### src/include/brp_pkg.sv
// Shared constants, encodings and types of the bus response-phase agent.
package brp_pkg;

   // Pending transaction queue shape.
   localparam int QUEUE_DEPTH = 8;
   localparam int QPTR_W = 3;
   localparam int STAMP_W = 8;

   // Response code encodings, bit2..bit0, a one is an active bit.
   localparam logic [2:0] RESP_IDLE = 3'h0;
   localparam logic [2:0] RESP_RETRY = 3'h1;
   localparam logic [2:0] RESP_DEFERRED = 3'h2;
   localparam logic [2:0] RESP_RESERVED = 3'h3;
   localparam logic [2:0] RESP_HARD_FAIL = 3'h4;
   localparam logic [2:0] RESP_NO_DATA = 3'h5;
   localparam logic [2:0] RESP_IWB = 3'h6;
   localparam logic [2:0] RESP_NORMAL = 3'h7;

   // Timing counts, in bus clocks.
   localparam int REQ_TO_WDA_CLK = 3;
   localparam int SNOOP_TO_RESP_CLK = 2;
   localparam int RESP_SPACING_CLK = 3;
   localparam int WDA_LOW_MIN_CLK = 3;

   // Derived compare values. A decision is registered one clock before
   // it shows on the bus, hence the minus one in REQ_WDA_AGE.
   localparam logic [7:0] REQ_WDA_AGE = 8'(REQ_TO_WDA_CLK - 1);
   localparam logic [1:0] GAP_MIN = 2'(RESP_SPACING_CLK - 2);
   localparam logic [1:0] WDA_LOW_MIN = 2'(WDA_LOW_MIN_CLK);

   // Reset values of the saturating counters and of the wrapping stamp clock.
   localparam logic [1:0] GAP_RST = 2'h3;
   localparam logic [1:0] WDA_LOW_RST = 2'h3;
   localparam logic [7:0] STAMP_RST = 8'h00;

   // Head transaction handling states.
   typedef enum logic [2:0] {
      ST_IDLE,
      ST_REQ_WDA,
      ST_REQ_TAKEN,
      ST_REQ_DONE,
      ST_WB_WDA,
      ST_RESP
   } brp_state_t;

   // Any active response bit marks a driven response.
   function automatic logic resp_active(input logic [2:0] code);
      return |code;
   endfunction

endpackage

### src/rtl/brp_txn_queue.sv
// In-order queue of pending bus transactions with snoop results per entry.
module brp_txn_queue (
   // Clock and reset.
   input logic clk_sys_i,
   input logic rst_i,
   // New request.
   input logic push_i,
   input logic push_write_i,
   input logic push_ours_i,
   // Snoop results for the oldest unsnooped entry.
   input logic snoop_i,
   input logic snoop_mod_hit_i,
   input logic snoop_defer_i,
   // Completion of the head entry.
   input logic pop_i,
   // Head entry view.
   output logic head_valid_o,
   output logic head_write_o,
   output logic head_ours_o,
   output logic head_snooped_o,
   output logic head_mod_hit_o,
   output logic head_defer_o,
   output logic [7:0] head_age_o,
   output logic [3:0] count_o
);

   localparam int QPTR_W_L = brp_pkg::QPTR_W;
   logic [QPTR_W_L-1:0] wr_ptr;
   logic [QPTR_W_L-1:0] rd_ptr;
   logic [QPTR_W_L-1:0] sn_ptr;
   logic [7:0] now;
   logic ent_write [brp_pkg::QUEUE_DEPTH];
   logic ent_ours [brp_pkg::QUEUE_DEPTH];
   logic ent_snooped [brp_pkg::QUEUE_DEPTH];
   logic ent_mod_hit [brp_pkg::QUEUE_DEPTH];
   logic ent_defer [brp_pkg::QUEUE_DEPTH];
   logic [7:0] ent_stamp [brp_pkg::QUEUE_DEPTH];

   // Head view. The age wraps after 256 clocks; that can only delay a
   // write accept by a clock or two, never make it early.
   assign head_valid_o = (count_o != 4'h0);
   assign head_write_o = ent_write[rd_ptr];
   assign head_ours_o = ent_ours[rd_ptr];
   assign head_snooped_o = ent_snooped[rd_ptr];
   assign head_mod_hit_o = ent_mod_hit[rd_ptr];
   assign head_defer_o = ent_defer[rd_ptr];
   assign head_age_o = 8'(now - ent_stamp[rd_ptr]);

   // Pointers, occupancy and the free-running stamp clock.
   always_ff @(posedge clk_sys_i or posedge rst_i) begin
      if (rst_i) begin
         wr_ptr <= '0;
         rd_ptr <= '0;
         sn_ptr <= '0;
         count_o <= 4'h0;
         now <= brp_pkg::STAMP_RST;
      end else begin
         now <= 8'(now + 8'h01);
         if (push_i) wr_ptr <= QPTR_W_L'(wr_ptr + 1'b1);
         if (snoop_i) sn_ptr <= QPTR_W_L'(sn_ptr + 1'b1);
         if (pop_i) rd_ptr <= QPTR_W_L'(rd_ptr + 1'b1);
         count_o <= 4'(count_o + {3'h0, push_i} - {3'h0, pop_i});
      end
   end

   // One storage slot per entry; each slot is written only at its index.
   for (genvar i = 0; i < brp_pkg::QUEUE_DEPTH; i++) begin : g_ent
      always_ff @(posedge clk_sys_i or posedge rst_i) begin
         if (rst_i) begin
            ent_write[i] <= 1'b0;
            ent_ours[i] <= 1'b0;
            ent_snooped[i] <= 1'b0;
            ent_mod_hit[i] <= 1'b0;
            ent_defer[i] <= 1'b0;
            ent_stamp[i] <= brp_pkg::STAMP_RST;
         end else if (push_i && wr_ptr == QPTR_W_L'(i)) begin
            ent_write[i] <= push_write_i;
            ent_ours[i] <= push_ours_i;
            ent_snooped[i] <= 1'b0;
            ent_mod_hit[i] <= 1'b0;
            ent_defer[i] <= 1'b0;
            ent_stamp[i] <= now;
         end else if (snoop_i && sn_ptr == QPTR_W_L'(i)) begin
            ent_snooped[i] <= 1'b1;
            ent_mod_hit[i] <= snoop_mod_hit_i;
            ent_defer[i] <= snoop_defer_i;
         end
      end
   end

endmodule

### src/rtl/brp_resp_agent.sv
// Response-phase agent: completes the bus transactions that it owns.
//
// Operation
// - Only the oldest queued transaction may respond.
// - The address-decoded agent alone drives the response.
// - All agents drop a completed transaction.
// - Parity covers the three response code bits.
// - Idle code until driven; any bit marks response.
// - Write accept only with write or writeback data.
// - Read data waits for data bus busy inactive.
// - Previous response and data phase finish first.
// - Response two clocks after snoop; busy postpones.
// - Write accept between previous and own response.
// - Request write accept three clocks after request.
// - One-clock accept needs free bus, long idle.
// - Accept may stay until the response.
// - Write no-data response after accept cycle, snoop.
// - Modified hit gets a writeback accept.
// - Writeback response one clock after accepted.
// - Write plus writeback needs two accepts.
// - Writeback accept drops when taken or responding.
// - Writeback accept follows snoop, after write accept.
// - Writeback accept drops with the writeback response.
// - Response holds one clock, then idle.
// - Responses at least three clocks apart.
// - Pending count drops on each observed response.
// - Dataless responses ignore data bus busy.
module brp_resp_agent (
   // Clock and reset.
   input logic clk_sys_i,
   input logic rst_i,
   // Request phase, as seen on the bus.
   input logic request_strobe_i,
   input logic write_request_flag_i,
   input logic addr_hit_i,
   // Snoop phase results, valid in the clock they are driven.
   input logic snoop_valid_i,
   input logic modified_hit_i,
   input logic snoop_defer_i,
   // Data phase and response lines, as seen on the bus.
   input logic data_bus_busy_i,
   input logic [2:0] response_code_i,
   // Response lines driven by this agent.
   output logic [2:0] response_code_o,
   output logic response_parity_o,
   output logic response_oe_o,
   // Write data accept strobe driven by this agent.
   output logic write_data_accept_o,
   output logic write_data_accept_oe_o,
   // Queue occupancy.
   output logic [3:0] pending_count_o
);

   brp_pkg::brp_state_t state;
   brp_pkg::brp_state_t next_state;
   logic [2:0] next_code;
   logic next_oe;
   logic next_wda;
   logic next_fast_ok;
   logic fast_ok;
   logic [1:0] gap_cnt;
   logic [1:0] wda_low_cnt;
   logic head_valid;
   logic head_write;
   logic head_ours;
   logic head_snooped;
   logic head_mod_hit;
   logic head_defer;
   logic [7:0] head_age;
   logic bus_resp;
   logic own_head;
   logic gap_ok;
   logic age_ok;
   logic low_ok;
   logic read_go;

   ////////////////////////////////////////////////////////////////////////
   // Pending transaction queue, shared view of every agent.

   brp_txn_queue u_queue (
      .clk_sys_i(clk_sys_i),
      .rst_i(rst_i),
      .push_i(request_strobe_i),
      .push_write_i(write_request_flag_i),
      .push_ours_i(addr_hit_i),
      .snoop_i(snoop_valid_i),
      .snoop_mod_hit_i(modified_hit_i),
      .snoop_defer_i(snoop_defer_i),
      .pop_i(bus_resp),
      .head_valid_o(head_valid),
      .head_write_o(head_write),
      .head_ours_o(head_ours),
      .head_snooped_o(head_snooped),
      .head_mod_hit_o(head_mod_hit),
      .head_defer_o(head_defer),
      .head_age_o(head_age),
      .count_o(pending_count_o)
   );

   ////////////////////////////////////////////////////////////////////////
   // Decoding of the bus view.

   // Any agent's response, including our own, completes the head entry.
   assign bus_resp = brp_pkg::resp_active(response_code_i);
   // Only the head entry, and only if our address decode claimed it.
   assign own_head = head_valid & head_ours;
   // The previous response was seen and then sampled idle long enough.
   assign gap_ok = (gap_cnt >= brp_pkg::GAP_MIN);
   assign age_ok = (head_age >= brp_pkg::REQ_WDA_AGE);
   assign low_ok = (wda_low_cnt >= brp_pkg::WDA_LOW_MIN);
   // Read data must not collide with the previous data transfer.
   assign read_go = gap_ok & ~data_bus_busy_i;

   ////////////////////////////////////////////////////////////////////////
   // Head transaction sequencing.

   // The response is registered here and shows one clock later, so a
   // snoop flag set at the end of the snoop clock yields the two-clock
   // snoop-to-response distance without a separate counter.
   always_comb begin
      next_state = state;
      next_code = brp_pkg::RESP_IDLE;
      next_oe = 1'b0;
      next_wda = write_data_accept_o;
      next_fast_ok = fast_ok;
      unique case (state)
         brp_pkg::ST_IDLE: begin
            if (own_head && head_write) begin
               if (age_ok) begin
                  next_wda = 1'b1;
                  next_fast_ok = low_ok;
                  next_state = brp_pkg::ST_REQ_WDA;
               end
            end else if (own_head && head_snooped) begin
               if (head_mod_hit) begin
                  if (gap_ok) begin
                     next_wda = 1'b1;
                     next_state = brp_pkg::ST_WB_WDA;
                  end
               end else if (head_defer) begin
                  if (gap_ok) begin
                     next_code = brp_pkg::RESP_RETRY;
                     next_oe = 1'b1;
                     next_state = brp_pkg::ST_RESP;
                  end
               end else if (read_go) begin
                  next_code = brp_pkg::RESP_NORMAL;
                  next_oe = 1'b1;
                  next_state = brp_pkg::ST_RESP;
               end
            end
         end
         brp_pkg::ST_REQ_WDA: begin
            // Held until taken with a free data bus.
            if (!data_bus_busy_i && fast_ok) begin
               next_wda = 1'b0;
               next_state = brp_pkg::ST_REQ_DONE;
            end else if (!data_bus_busy_i) begin
               next_state = brp_pkg::ST_REQ_TAKEN;
            end else begin
               next_fast_ok = 1'b0;
            end
         end
         brp_pkg::ST_REQ_TAKEN: begin
            next_wda = 1'b0;
            next_state = brp_pkg::ST_REQ_DONE;
         end
         brp_pkg::ST_REQ_DONE: begin
            // Accept is already low here, so a writeback accept raised
            // now leaves the required idle clock between the two.
            if (head_snooped && gap_ok) begin
               if (head_mod_hit) begin
                  next_wda = 1'b1;
                  next_state = brp_pkg::ST_WB_WDA;
               end else if (head_defer) begin
                  next_code = brp_pkg::RESP_RETRY;
                  next_oe = 1'b1;
                  next_state = brp_pkg::ST_RESP;
               end else begin
                  next_code = brp_pkg::RESP_NO_DATA;
                  next_oe = 1'b1;
                  next_state = brp_pkg::ST_RESP;
               end
            end
         end
         brp_pkg::ST_WB_WDA: begin
            // The snooper starts the line in the response clock.
            if (!data_bus_busy_i) begin
               next_code = brp_pkg::RESP_IWB;
               next_oe = 1'b1;
               next_wda = 1'b0;
               next_state = brp_pkg::ST_RESP;
            end
         end
         brp_pkg::ST_RESP: begin
            // Code and enable fall back to idle by default.
            next_state = brp_pkg::ST_IDLE;
         end
      endcase
   end

   // State, response lines and accept strobe.
   always_ff @(posedge clk_sys_i or posedge rst_i) begin
      if (rst_i) begin
         state <= brp_pkg::ST_IDLE;
         response_code_o <= brp_pkg::RESP_IDLE;
         response_parity_o <= 1'b0;
         response_oe_o <= 1'b0;
         write_data_accept_o <= 1'b0;
         write_data_accept_oe_o <= 1'b0;
         fast_ok <= 1'b0;
      end else begin
         state <= next_state;
         response_code_o <= next_code;
         response_parity_o <= ^next_code;
         response_oe_o <= next_oe;
         write_data_accept_o <= next_wda;
         write_data_accept_oe_o <= next_wda;
         fast_ok <= next_fast_ok;
      end
   end

   // Saturating distance counters: since the last bus response and
   // since the accept strobe was last active.
   always_ff @(posedge clk_sys_i or posedge rst_i) begin
      if (rst_i) begin
         gap_cnt <= brp_pkg::GAP_RST;
         wda_low_cnt <= brp_pkg::WDA_LOW_RST;
      end else begin
         if (bus_resp) gap_cnt <= 2'h0;
         else if (gap_cnt != 2'h3) gap_cnt <= 2'(gap_cnt + 2'h1);
         if (write_data_accept_o) wda_low_cnt <= 2'h0;
         else if (wda_low_cnt != 2'h3)
            wda_low_cnt <= 2'(wda_low_cnt + 2'h1);
      end
   end
endmodule

### config.mk
export PLATFORM = sky130hd
export DESIGN_NAME = brp_resp_agent
export DESIGN_NICKNAME = d
export VERILOG_FILES = /design/src/include/brp_pkg.sv /design/src/rtl/brp_txn_queue.sv /design/src/rtl/brp_resp_agent.sv
export SDC_FILE = /design/constraint.sdc
export NUM_CORES = 1
export LEC_CHECK = 0
export BUFFER_PORTS_ARGS = -buffer_cell sky130_fd_sc_hd__buf_2
export CAP_MARGIN = 20
export CORE_MARGIN = 10
export CORE_UTILIZATION = 50
export CTS_CLUSTER_DIAMETER = 50
export DETAILED_ROUTE_END_ITERATION = 12
export GPL_ROUTABILITY_DRIVEN = 1
export PLACE_DENSITY = 0.66
export SLEW_MARGIN = 20
export SYNTH_ARGS = -nofsm -noshare
export SYNTH_HDL_FRONTEND = slang
export SYNTH_HIERARCHICAL = 1
export SYNTH_SLANG_ARGS = --single-unit
### constraint.sdc
create_clock -name clk_sys_i -period 5.55 [get_ports clk_sys_i]
set_input_delay 1.665 -clock clk_sys_i [delete_from_list [all_inputs] [get_ports clk_sys_i]]
set_output_delay 1.665 -clock clk_sys_i [all_outputs]
set_load 0.02 [all_outputs]
# Word level (Yosys, flattened, before mapping)
# Index checks and enable logic that the tools add are counted.
# word_totals
ff_bits	139
input_bits	12
out_inout_bits	11
elab_cells	277
# classes
n_addsub	9
n_lt_le_gt_ge	4
eq_ne	37
mux	120
bitwise_logic	4
reduce_logical	42
# ops
cell	count
two-way mux 1 bit	82
two-way mux 3 bit	21
== test 3 bit, second input constant	10
binary-select mux 8 bit (select 3 bit)	1
nonzero test 2 bit	11
logical AND 1 bit	20
!= test 2 bit, second input constant	10
== test 3 x 2 -> 1 bit, second input constant	6
case mux 3 bit (6 select lines)	1
two-way mux 8 bit	2
binary-select mux 1 bit (select 3 bit)	5
!= test 3 bit, second input constant	5
adder 3 x 1 -> 3 bit, second input constant	3
== test 3 x 1 -> 1 bit, second input constant	3
zero test 3 bit	3
case mux 3 bit (3 select lines)	1
AND reduction 9 bit	1
adder 8 x 1 -> 8 bit, second input constant	1
>= comparator 8 x 2 -> 1 bit, second input constant	1
two-way mux 2 bit	4
!= test 4 bit, second input constant	2
AND reduction 8 bit	1
subtractor 8 bit	1
!= test 5 bit, second input constant	1
18 further kinds	20

# Depth between registers and ports, before layout
# depth
word_depth	10
depth_mapped	15
mapped_depth_nobuf	13

# Hierarchy
# The synthesis kept the hierarchy.
# by_module_without_submodules
mod	n_inst	cells_per_inst	area_per_inst_um2	seq_area_each_um2
brp_txn_queue	1	520	6080.8	3128.0
brp_resp_agent	1	95	899.6	355.3

# Worst setup path after synthesis
# OpenSTA, ideal clock, no wires.
# synth_path
path_kind	flip-flop to flip-flop
startpoint	register u_queue.rd_ptr[0]
endpoint	register write_data_accept_oe_o
setup_ps	128
t_arrival_ps	3487
required_time_ps	5422
slack_ps	1935
stages_incl_launch_ff	16
n_path_buf	2
period_less_slack_ps	3615
path_cell_list	dfrtp_1 buf_6 buf_4 mux4_2 mux2_2 ha_1 fa_1 nor2b_1 o21ai_0 a21boi_0 or4_1 nand3_1 nor3_1 nand4_1 nand4_1 mux2_1
# synth_via
elab_chain_cells	8
elab_cells_between_ends	31
classes_between	add/sub: 1; order compare: 1; eq/ne: 6; mux: 17; bitwise: 2; reduce/logical: 4
# synth_rtl
element	line_no	text
start, declared	brp_txn_queue.sv:29	logic [QPTR_W_L-1:0] rd_ptr;
start signal, assigned	brp_txn_queue.sv:61	if (pop_i) rd_ptr <= QPTR_W_L'(rd_ptr + 1'b1);
NOT 3 -> 4 bit (implied by the code)	brp_txn_queue.sv:47	assign head_age_o = 8'(now - ent_stamp[rd_ptr]);
binary-select mux 8 bit (select 3 bit)	brp_txn_queue.sv:47	
two-way mux 8 bit (implied by the code) (2 in a row)	brp_txn_queue.sv:47	
subtractor 8 bit	brp_txn_queue.sv:47	
named net head_age[6]	brp_resp_agent.sv:69	logic [7:0] head_age;
>= comparator 8 x 2 -> 1 bit	brp_resp_agent.sv:109	assign age_ok = (head_age >= brp_pkg::REQ_WDA_AGE);
!= test 3 bit (no source line)	-	
AND reduction 9 bit (no source line)	-	
end signal, assigned	brp_resp_agent.sv:218	write_data_accept_oe_o <= next_wda;
end, declared	brp_resp_agent.sv:49	output logic write_data_accept_oe_o,
# The timed path passes the listed nets, and every way through them passes these cells. The select of a mux whose other input is x is not followed.
# A chain may end at the register's enable or synchronous reset.

# Worst setup path in the final report
# Ends and elaborated chain as after synthesis.

==> flow_metrics.tcl <==
set metrics [dict create \
    hold_path_depth 2 \
    hold_ws_ns 0.473 \
    r2r_cells 13 \
    p_total_uw 4790 \
    r2r-start "u_queue/rd_ptr[0]" \
    clk_path_buf_depth 2 \
    drive_above_1_share_pct 20.7 \
    core_sq_um 13800 \
    syn_inst 614 \
    postCtsSetupRepairBufs 0 \
    syn_to_final_growth_pct 12.2 \
    path_clk_slew_ns 0.06 \
    dieArea_sq_um 19100 \
    finalSetupViolations 0 \
    cts_buffers 17 \
    grt-ovfl-total 0 \
    insertion_delay_ns 0.42 \
    cp.arrival_ns 4.44 \
    drtAntennaViolNets 0 \
    grt_max_degree 71 \
    mostFrequentLayoutCells "dfrtp_1, nand2_1, mux2_2" \
    wl_microns 15300 \
    hold_end "u_queue/ent_stamp[18]" \
    vias_per_cell 5.71 \
    synth_warnings 6 \
    synth_fp_nets 657 \
    crit_type "flop to flop" \
    syn_area_sq_um 6980 \
    diodes 0 \
    wl_per_cell_microns 18.7 \
    die_y_microns 138 \
    vdd_drop_max_mv 0.258 \
    num_vias 4662 \
    fin_crit_sh_pct 74.5 \
    cts_resized 0 \
    gp_congestion 0.834 \
    holdCritStartpoint "u_queue/ent_stamp[18]" \
    crit_path_start_kind "flop" \
    antenna_found_initial 0 \
    slew-limit-headroom_pct 41.0 \
    grt_pass1_wl_microns 25600 \
    status "completed" \
    leakagePower_uw 0.00380 \
    grt_pass1_vias 4798 \
    max_cap_violations 0 \
    synth.avg_cell_area_sq_um 11.4 \
    regArea_sq_um 3480 \
    fin_setup_tns_ns 0 \
    p_per_area_nw_per_um2 611 \
    drv_slew 0 \
    cts_root_buf "clkbuf_16" \
    reg2reg_slack_ns 1.41 \
    drc_errors 0 \
    final_common_cell "dfrtp_1" \
    row_count 43 \
    hold_path_class "flop to flop" \
    max_clock_freq_ghz 0.242 \
    drt_iter0_drc 292 \
    portBuffers 22 \
    multiInputGateArea_sq_um 3200 \
    worst_pin_slew_ns 0.885 \
    pin_count 23 \
    clock-skew-final_ns 0.00889 \
    tritoncts "done" \
    fillCellCount 1145 \
    die_width_microns 138 \
    start_util_pct 50.7 \
    ctsHoldBuffers 0 \
    drtPass1Iterations 5 \
    crit_required_ns 5.86 \
    rsz0062_at_grt "no" \
    cp_max_fo 12 \
    grt_usage_pct 16.5 \
    end_kind "flop" \
    dpl.hpwl_microns 10100 \
    period_needed_ns 4.14 \
    reg2reg_to "write_data_accept_oe_o" \
    layout.nets 667 \
    cts_htree_levels 4 \
    hold_violations 0 \
    numClockSinks 139 \
]
==> worst max path at each step <==
stage	start	cells past startpoint	endpoint	slack (ns)
4_1_cts	u_queue/rd_ptr[0]	13	write_data_accept_oe_o	1.41
3_5_place_dp	u_queue/rd_ptr[0]	13	write_data_accept_oe_o	1.46
5_1_grt	u_queue/rd_ptr[0]	13	write_data_accept_oe_o	1.06
6_report	u_queue/rd_ptr[0]	13	write_data_accept_oe_o	1.41
2_1_floorplan	rst_i	1	u_queue/count_o[0]	0.56
3_3_place_gp	u_queue/rd_ptr[0]	13	write_data_accept_oe_o	1.55
==> layout make-up <==
| class | instances | share of cell area, % |
|---|---|---|
| timing repair buffer | 27 | 1.89 |
| clock inverter | 12 | 2.46 |
| multi-input combinational | 409 | 40.8 |
| clock buffer | 20 | 5.96 |
| inverter | 30 | 1.47 |
| sequential | 139 | 44.5 |
| tap | 180 | 2.88 |
==> layer usage <==
metal / global-route usage, % / wire length (microns) / vias up
li1: - / - / 2155
met1: 20.0 / 6630 / 2380
met2: 28.0 / 7750 / 112
met3: 4.01 / 715 / 15
met4: 5.55 / 150 / 0
met5: 0 / 0 / -
==> critical path: stages (launching register included) <==
cell      delay (ns)
dfrtp_1         0.77
mux4_2          0.59
mux2_2          0.27
ha_1            0.22
fa_1            0.41
nor2b_1         0.11
o21ai_0         0.10
a21boi_0        0.30
or4_1           0.16
nand3_1         0.07
nor3_1          0.35
nand4_1         0.19
nand4_1         0.16
mux2_1          0.32
==> flip-flops by register name, summed over array words and instances, names as in the netlist <==
register / flops
u_queue/ent_stamp: 64
u_queue/ent_defer: 8
u_queue/ent_mod_hit: 8
u_queue/ent_ours: 8
u_queue/ent_snooped: 8
u_queue/ent_write: 8
u_queue/now: 8
u_queue/count_o: 4
response_code_o: 3
state: 3
u_queue/rd_ptr: 3
u_queue/sn_ptr: 3
u_queue/wr_ptr: 3
gap_cnt: 2
wda_low_cnt: 2
fast_ok: 1
response_oe_o: 1
response_parity_o: 1
write_data_accept_oe_o: 1
==> power breakdown <==
part,total (uW),switching [uW],internal [uW]
clock,1270,436,829
sequential,1690,289,1400
combinational,1830,947,887
total,4790,1670,3120
==> through the flow <==
| stage | std cells | util (%) | setup WS (ns) | area (sq um) |
|---|---|---|---|---|
| 6_report | 817 | 56.8 | 1.41 | 7830 |
| 5_1_grt | 817 | 56.8 | 1.06 | 7830 |
| 4_1_cts | 817 | 56.8 | 1.41 | 7830 |
| 3_5_place_dp | 785 | 52.0 | 1.46 | 7170 |
| 3_3_place_gp | 785 | 52.0 | 1.55 | 7170 |
| 2_1_floorplan | 614 | - | 0.557 | 6980 |
Power figures use the tool's default switching activity.
